===== config.mk =====
export PLATFORM = sky130hd
export DESIGN_NAME = fperr_report
export DESIGN_NICKNAME = d
export VERILOG_FILES = /design/src/rtl/fperr_pkg.sv /design/src/rtl/fperr_report.sv
export SDC_FILE = /design/constraint.sdc
export NUM_CORES = 1
export LEC_CHECK = 0
export BUFFER_PORTS_ARGS = -buffer_cell sky130_fd_sc_hd__buf_2
export CAP_MARGIN = 20
export CORE_AREA = 5 5 69 86
export DETAILED_ROUTE_END_ITERATION = 10
export DIE_AREA = 0 0 74 91
export GPL_ROUTABILITY_DRIVEN = 0
export PLACE_DENSITY_LB_ADDON = 0.1
export SYNTH_ARGS = -nofsm -noshare
export SYNTH_HDL_FRONTEND = slang
export SYNTH_SLANG_ARGS = --single-unit
export TNS_END_PERCENT = 1

===== constraint.sdc =====
create_clock -name i_core_clk -period 3.7 [get_ports i_core_clk]
set_clock_uncertainty 0.2 [all_clocks]
set_input_delay 0.37 -clock i_core_clk [delete_from_list [all_inputs] [get_ports i_core_clk]]
set_output_delay 0.37 -clock i_core_clk [all_outputs]
set_load 0.01 [all_outputs]

===== src/rtl/fperr_pkg.sv =====
// Package for the floating-point error pin reporting block.
// Assumes a single core clock domain; shared by the block and its bench.
package fperr_pkg;

  // ----------------------------------------------------------------
  // Exception flag layout
  // ----------------------------------------------------------------
  localparam int FPERR_NUM_EXC = 6;
  localparam logic [5:0] FPERR_EXC_CLR = 6'h00;
  // Position of the mode select bit in processor control register zero
  localparam int FPERR_NE_BIT = 5;
  localparam int FPERR_CR0_W = 32;
  // Internal vector used in native mode
  localparam logic [7:0] FPERR_VECTOR = 8'h10;
  localparam int FPERR_IP_W = 32;
  localparam logic [31:0] FPERR_IP_RST = 32'h00000000;
  // Synchroniser reset levels: ignore pin released, no request
  localparam logic [2:0] FPERR_SYNC_HI = 3'h7;
  localparam logic [2:0] FPERR_SYNC_LO = 3'h0;

  // Instruction class presented at the issue point
  typedef enum logic [2:0] {
    FPERR_CLS_NONE,
    FPERR_CLS_WAITING_FP,
    FPERR_CLS_WAIT,
    FPERR_CLS_SIMD,
    FPERR_CLS_NOWAIT_INIT,
    FPERR_CLS_NOWAIT_CLEX,
    FPERR_CLS_NOWAIT_STORE,
    FPERR_CLS_NOWAIT_SAVE
  } fperr_cls_t;

  // Reporting state
  typedef enum logic [1:0] {
    FPERR_ST_IDLE,
    FPERR_ST_PENDING,
    FPERR_ST_SIGNALLED
  } fperr_state_t;

endpackage


===== src/rtl/fperr_report.sv =====
// Floating-point error pin reporting: flags, error pin, stall and vector.
// Assumes the execution unit presents exceptions and the next instruction's
// class on the core clock; the ignore-error pin is asynchronous.
module fperr_report
  import fperr_pkg::*;
#(
  parameter int NUM_EXC = FPERR_NUM_EXC,
  parameter int IP_W = FPERR_IP_W,
  // Exception types whose error pin assertion is immediate; others defer
  parameter logic [NUM_EXC-1:0] IMMEDIATE_MASK = 6'h3F
) (
  // Clock and reset
  input wire logic i_core_clk,
  input wire logic i_resetn,
  // Processor control register zero
  input wire logic [FPERR_CR0_W-1:0] i_processor_control_reg_zero,
  // Exception report from the execution unit
  input wire logic i_exc_valid,
  input wire logic [NUM_EXC-1:0] i_exc_flags,
  input wire logic [NUM_EXC-1:0] i_exc_masks,
  input wire logic [IP_W-1:0] i_exc_ip,
  // Next instruction at the issue point
  input wire logic i_issue_valid,
  input wire fperr_cls_t i_issue_cls,
  // External pins
  input wire logic i_ignore_fp_error_in_n,
  input wire logic i_maskable_interrupt_request,
  // Pin outputs
  output logic o_fp_error_out_n,
  // Status word flags and saved state
  output logic [NUM_EXC-1:0] o_exc_flags,
  output logic o_error_summary_flag,
  output logic [IP_W-1:0] o_fault_ip,
  // Issue control
  output logic o_issue_stall,
  output logic o_fp_error_vector,
  output logic [7:0] o_vector_num,
  output logic o_single_lp_only
);

  // ----------------------------------------------------------------
  // Pin input synchronisers
  // ----------------------------------------------------------------
  logic [2:0] ign_sync_r;
  logic ign_r;
  logic [2:0] maskable_interrupt_request_sync_r;
  logic maskable_interrupt_request_r;
  logic ign_agree;
  logic maskable_interrupt_request_agree;

  // Stages two and three agree: the level is settled, not mid-change;
  // a pin pulse shorter than two clocks may go unseen
  assign ign_agree = (ign_sync_r[2] == ign_sync_r[1]);
  assign maskable_interrupt_request_agree = (maskable_interrupt_request_sync_r[2] == maskable_interrupt_request_sync_r[1]);

  // Three stages, reset to the idle levels so no false change follows
  always_ff @(posedge i_core_clk) begin
    if (!i_resetn) begin
      ign_sync_r <= FPERR_SYNC_HI;
      maskable_interrupt_request_sync_r <= FPERR_SYNC_LO;
      ign_r <= 1'b0;
      maskable_interrupt_request_r <= 1'b0;
    end else begin
      ign_sync_r <= {ign_sync_r[1:0], i_ignore_fp_error_in_n};
      maskable_interrupt_request_sync_r <= {maskable_interrupt_request_sync_r[1:0], i_maskable_interrupt_request};
      if (ign_agree) begin
        ign_r <= ~ign_sync_r[2];
      end
      if (maskable_interrupt_request_agree) begin
        maskable_interrupt_request_r <= maskable_interrupt_request_sync_r[2];
      end
    end
  end

  // ----------------------------------------------------------------
  // Decode
  // ----------------------------------------------------------------
  logic pin_mode;
  logic [NUM_EXC-1:0] unmasked_hit;
  logic new_exc;
  logic new_imm;
  logic waiting_cls;
  logic clear_cls;
  logic pending;
  logic stall_nxt;
  logic vector_nxt;
  logic err_nxt;
  logic ign_drops;
  logic trap_point;

  // Mode select bit clear picks pin reporting
  assign pin_mode = ~i_processor_control_reg_zero[FPERR_NE_BIT];
  // Ignore pin drops new errors only in pin mode; native mode always records
  assign ign_drops = pin_mode && ign_r;
  assign unmasked_hit = (i_exc_valid && !ign_drops) ?
                        (i_exc_flags & ~i_exc_masks) : FPERR_EXC_CLR;
  assign new_exc = |unmasked_hit;
  // Error pin timing is chosen per exception type by IMMEDIATE_MASK:
  //   bit set: pin falls the cycle after the report
  //   bit clear: pin waits for the next waiting instruction
  // The instruction kind never changes the choice in this block.
  // The default makes every type immediate; a core that defers some
  // types clears their bits where it places this block.
  // Pin mode suits one active logical processor only; it is legacy,
  // so parts with several logical processors should run native mode.
  assign new_imm = |(unmasked_hit & IMMEDIATE_MASK);
  // Waiting classes check pending exceptions; non-waiting ones never do
  assign waiting_cls = i_issue_valid && (i_issue_cls == FPERR_CLS_WAITING_FP ||
                       i_issue_cls == FPERR_CLS_WAIT || i_issue_cls == FPERR_CLS_SIMD);
  assign clear_cls = i_issue_valid && (i_issue_cls == FPERR_CLS_NOWAIT_INIT ||
                     i_issue_cls == FPERR_CLS_NOWAIT_CLEX || i_issue_cls == FPERR_CLS_NOWAIT_SAVE);
  assign pending = o_error_summary_flag;

  // ----------------------------------------------------------------
  // Status flags and faulting pointer
  // ----------------------------------------------------------------
  logic [NUM_EXC-1:0] flags_nxt;

  // A new exception in the clearing cycle wins over the clear
  assign flags_nxt = (clear_cls ? FPERR_EXC_CLR : o_exc_flags) | unmasked_hit;

  // Flags are sticky; only the clearing classes drop them
  always_ff @(posedge i_core_clk) begin
    if (!i_resetn) begin
      o_exc_flags <= FPERR_EXC_CLR;
      o_error_summary_flag <= 1'b0;
      o_fault_ip <= FPERR_IP_RST;
    end else begin
      o_exc_flags <= flags_nxt;
      o_error_summary_flag <= |flags_nxt;
      // Newest unmasked fault; the handler restarts from it
      if (new_exc) begin
        o_fault_ip <= i_exc_ip;
      end
    end
  end

  // ----------------------------------------------------------------
  // Reporting state machine
  // ----------------------------------------------------------------
  fperr_state_t state_r;
  fperr_state_t state_nxt;

  // Pending: error recorded, pin not yet driven (deferred type)
  // Signalled: pin driven, waiting for software to clear the flags
  always_comb begin
    state_nxt = state_r;
    case (state_r)
      FPERR_ST_IDLE: begin
        if (new_exc && pin_mode) begin
          state_nxt = new_imm ? FPERR_ST_SIGNALLED : FPERR_ST_PENDING;
        end else if (pin_mode && trap_point && !ign_r) begin
          // Flags left from native mode: drive the pin in the cycle the stall begins
          state_nxt = FPERR_ST_SIGNALLED;
        end
      end
      FPERR_ST_PENDING: begin
        // A clear with no new error abandons the deferred report
        if (clear_cls && !new_exc) begin
          state_nxt = FPERR_ST_IDLE;
        end else if (new_imm || (waiting_cls && !ign_r)) begin
          state_nxt = FPERR_ST_SIGNALLED;
        end
      end
      FPERR_ST_SIGNALLED: begin
        if (clear_cls && !new_exc) begin
          state_nxt = FPERR_ST_IDLE;
        end
      end
      default: state_nxt = FPERR_ST_IDLE;
    endcase
    // Native mode never drives the pin; drop stale state once flags are gone
    if (!pin_mode && state_nxt != FPERR_ST_IDLE && !pending && !new_exc) begin
      state_nxt = FPERR_ST_IDLE;
    end
  end

  // Pin mode freezes the core until the interrupt arrives; native mode
  // instead traps through the internal vector at the same point
  // A waiting instruction meets a pending error: the sync point
  assign trap_point = pending && waiting_cls;
  // Both land one cycle after the slot is seen, so the core must hold
  // the instruction at issue until they have settled
  assign stall_nxt = pin_mode && trap_point && !maskable_interrupt_request_r && !ign_r;
  assign vector_nxt = !pin_mode && trap_point;
  // Ignore pin holds the error pin off while a handler runs
  assign err_nxt = pin_mode && (state_nxt == FPERR_ST_SIGNALLED) && !ign_r;

  // ----------------------------------------------------------------
  // Registered outputs
  // ----------------------------------------------------------------
  // Every pin and status output leaves a flop; the error pin idles high
  always_ff @(posedge i_core_clk) begin
    if (!i_resetn) begin
      state_r <= FPERR_ST_IDLE;
      o_fp_error_out_n <= 1'b1;
      o_issue_stall <= 1'b0;
      o_fp_error_vector <= 1'b0;
      o_vector_num <= FPERR_VECTOR;
      o_single_lp_only <= 1'b0;
    end else begin
      state_r <= state_nxt;
      o_fp_error_out_n <= ~err_nxt;
      o_issue_stall <= stall_nxt;
      o_fp_error_vector <= vector_nxt;
      o_vector_num <= FPERR_VECTOR;
      o_single_lp_only <= pin_mode;
    end
  end

endmodule

==> impl_results.md <==
* Mean Syn Cell Area at 10.6 um^2
* I/O Buffers at 96
* FP Rows at 29
* Total CTS buffers at 5
* Layout Nets at 383
* Logic pwr share at 16.5%
* P per Cell Area at 410 nW/um^2
* Synth Instances at 205
* PostCTS Resize Cnt at 0
* Worst Path Required at 3700 ps
* Highest Clock Rate at 449 MHz
* Global route overflow at 0
* CTS tree: yes
* Worst min path class: input port to register
* DRT Pass-1 Iters at 4
* CP Capture Type: register
* Number of global-route vias before repair at 1,714
* Critical path type: register to register
* Design Power at 0.00112 W
* WHS at 56.4 ps
* Clock root buffer master: clkbuf_8
* Setup tns final at 0 ps
* Worst-Margin Slew at 757 ps
* First-pass GRT wire length at 7520 um
* Slew Limit Fails at 0
* CTS sink cnt at 53
* Vert. Die Dim at 91 um
* Sw frac at 25.7%
* Diodes inserted at 0
* RSZ-0062 raised after global routing: no
* Clk pin slew, worst setup/hold paths at 90 ps
* Max Buffers Root-to-Sink at 2
* Largest net degree at the start of global routing at 53
* Sequential fraction of the synthesis area at 49.0%
* Initial Util at 42.9%
* Post-CTS setup buffers at 0
* P&R area growth vs syn at 25.8%
* Status: complete, no violations
* Max_cap viols at 0
* P_sw at 0.000287 W
* WL/cell at 13.0 um
* Total I/O pin count at 136
* Reg power frac at 55.4%
* Yosys reg bits at 53
* Max-slew headroom at 49.3%
* Post-route ant nets at 0
* Leakage Power at 1.28 nW
* H-tree level count at 2
* Vias/cell at 4.69
* Total GRT Usage at 14.0%
* R2R Setup Slk at 1470 ps
* Final period utilization at 60.2%
* Chip width at 74 um
* Worst-Skew Late Latency at 300 ps
* Mapped Area at 2160 um^2
* Total Wirelength at 4680 um
* Remaining DRCs at 0
* Maximum VDD drop at 0.229 mV
* Netlist cell types at 35
* Antenna violations before repair at 0
* HPWL after DPL at 3400 um
* Die Area at 6730 um^2
* Internal power at 0.000829 W
* CORE AREA at 5040 um^2
* Min Tclk post-route at 2230 ps
* Startpoint types: register
* # hold bufs at CTS at 0
* Number of DRC markers in iteration 0 at 57
* Crit path max fanout at 19
* Via count at 1,693
* Yosys warnings at 0
* Final Hold Fails at 0
* CP Data Arrival Time at 2220 ps
* Setup violations, final at 0
* Clock group share of total power at 28.1%
* Layout cells sized above 1 at 36.8%
==> path summary, 6_finish.rpt <==
| path | startpoint | depth (start not counted) | to |
|---|---|---|---|
| worst max-delay path | ign_r$_SDFFE_PN0N_ | 6 | o_fault_ip[30]$_SDFFE_PN0P_ |
| worst min-delay path | i_ignore_fp_error_in_n | 2 | ign_sync_r[0]$_SDFF_PN1_ |
| worst max register to register | ign_r$_SDFFE_PN0N_ | 6 | o_fault_ip[30]$_SDFFE_PN0P_ |
| worst min register to register | ign_sync_r[0]$_SDFF_PN1_ | 1 | ign_sync_r[1]$_SDFF_PN1_ |
==> kinds of logic (layout without fill, tap and decap cells) <==
logic type	after synthesis	in the layout	share of synthesized area (%)
flip-flops	53	53	49.0
AO/OA/AOI/OAI	21	21	7.17
buffers and inverters	21	109	6.59
other	2	8	0.347
AND/OR/NAND/NOR	75	75	21.6
adder cells (fa/ha/maj)	1	1	0.462
multiplexers	32	32	14.8
==> through the flow <==
stage / setup slack, ps / utilization [%] / cell area [um^2] / std cells
after CTS: 1430 / 54.0 / 2720 / 361
final: 1470 / 54.0 / 2720 / 361
after global routing: 1280 / 54.0 / 2720 / 361
after detailed placement: 1240 / 52.3 / 2640 / 353
after floorplan: 1950 / - / 2190 / 211
after global placement: 1250 / 52.3 / 2640 / 353
==> critical path, stage by stage (launching register included) <==
cell     delay [ps]
dfxtp_1         360
inv_1           140
o21ai_1         150
a21oi_4         610
buf_4           380
mux2i_1         230
nor2b_1          60
==> cells in the mapped netlist <==
cell | count | share of area, %
a21boi_0 | 1 | 0.35
a21oi_1 | 2 | 0.46
a22oi_1 | 6 | 2.1
a32o_1 | 1 | 0.46
a32oi_1 | 1 | 0.40
and2_1 | 3 | 0.87
buf_4 | 9 | 3.1
buf_6 | 4 | 2.1
clkbuf_1 | 5 | 0.87
conb_1 | 2 | 0.35
dfxtp_1 | 53 | 49
inv_1 | 3 | 0.52
maj3_1 | 1 | 0.46
mux2i_1 | 32 | 15
nand2_1 | 6 | 1.0
nand2b_1 | 4 | 1.2
nand3_1 | 1 | 0.23
nand4b_1 | 1 | 0.40
nor2_1 | 5 | 0.87
nor2b_1 | 44 | 13
nor2b_2 | 2 | 0.81
nor3_1 | 4 | 0.92
nor3b_1 | 1 | 0.35
nor4_4 | 1 | 0.98
o211ai_1 | 1 | 0.35
o211ai_2 | 1 | 0.58
o21a_1 | 2 | 0.69
o21ai_0 | 1 | 0.23
o21ai_1 | 2 | 0.46
o221ai_1 | 1 | 0.40
o22ai_1 | 1 | 0.29
o31a_1 | 1 | 0.40
or3_1 | 1 | 0.29
or4_1 | 1 | 0.35
or4b_4 | 1 | 0.64
==> per-layer routing <==
metal	up-vias	GRT usage, %	part of all wire, %
met1	763	15.8	40
met3	6	4.64	8.8
met5	-	0	0
met4	0	4.08	1.2
met2	64	24.4	50
li1	860	-	-
==> power by group through the flow <==
| stage | combinational [W] | clock [W] | sequential (W) |
|---|---|---|---|
| after floorplan | 0.000109 | 0 | 0.000645 |
| final | 0.000184 | 0.000313 | 0.000618 |
| after global placement | 0.000185 | 0 | 0.000631 |
| after detailed placement | 0.000187 | 0 | 0.000631 |
| after CTS | 0.000188 | 0.000331 | 0.000619 |
| after global routing | 0.000205 | 0.000358 | 0.000623 |
==> layout by cell type, fill, tap and decap left out, types with 2 or more instances in the layout <==
master,count
nor2b_2,2
conb_1,8
and2_1,3
nor3_1,4
dfxtp_1,53
mux2i_1,32
o21ai_1,2
nand2_1,6
clkbuf_1,2
nor2_1,5
inv_1,3
a22oi_1,6
buf_4,2
nor2b_1,44
buf_2,96
nand2b_1,4
clkbuf_8,5
o21a_1,2
==> registers in the layout, indices dropped and copies added, names as in the netlist <==
name and flops:
o_fault_ip 32, o_exc_flags 6, ign_sync_r 3, maskable_interrupt_request_sync_r 3, state_r 2, ign_r 1, maskable_interrupt_request_r 1, o_error_summary_flag 1
o_fp_error_out_n 1, o_fp_error_vector 1, o_issue_stall 1, o_single_lp_only 1
==> layout make-up <==
type                            count  area, um^2
Clock buffer                        7        76.3
Clock inverter                      1        7.51
Fill cell                         485        2320
Inverter                            3        11.3
Multi-Input combinational cell    137         995
Sequential cell                    53        1060
Tap cell                           62        77.6
Timing Repair Buffer               98         495
(Power assumes the default switching activity.)
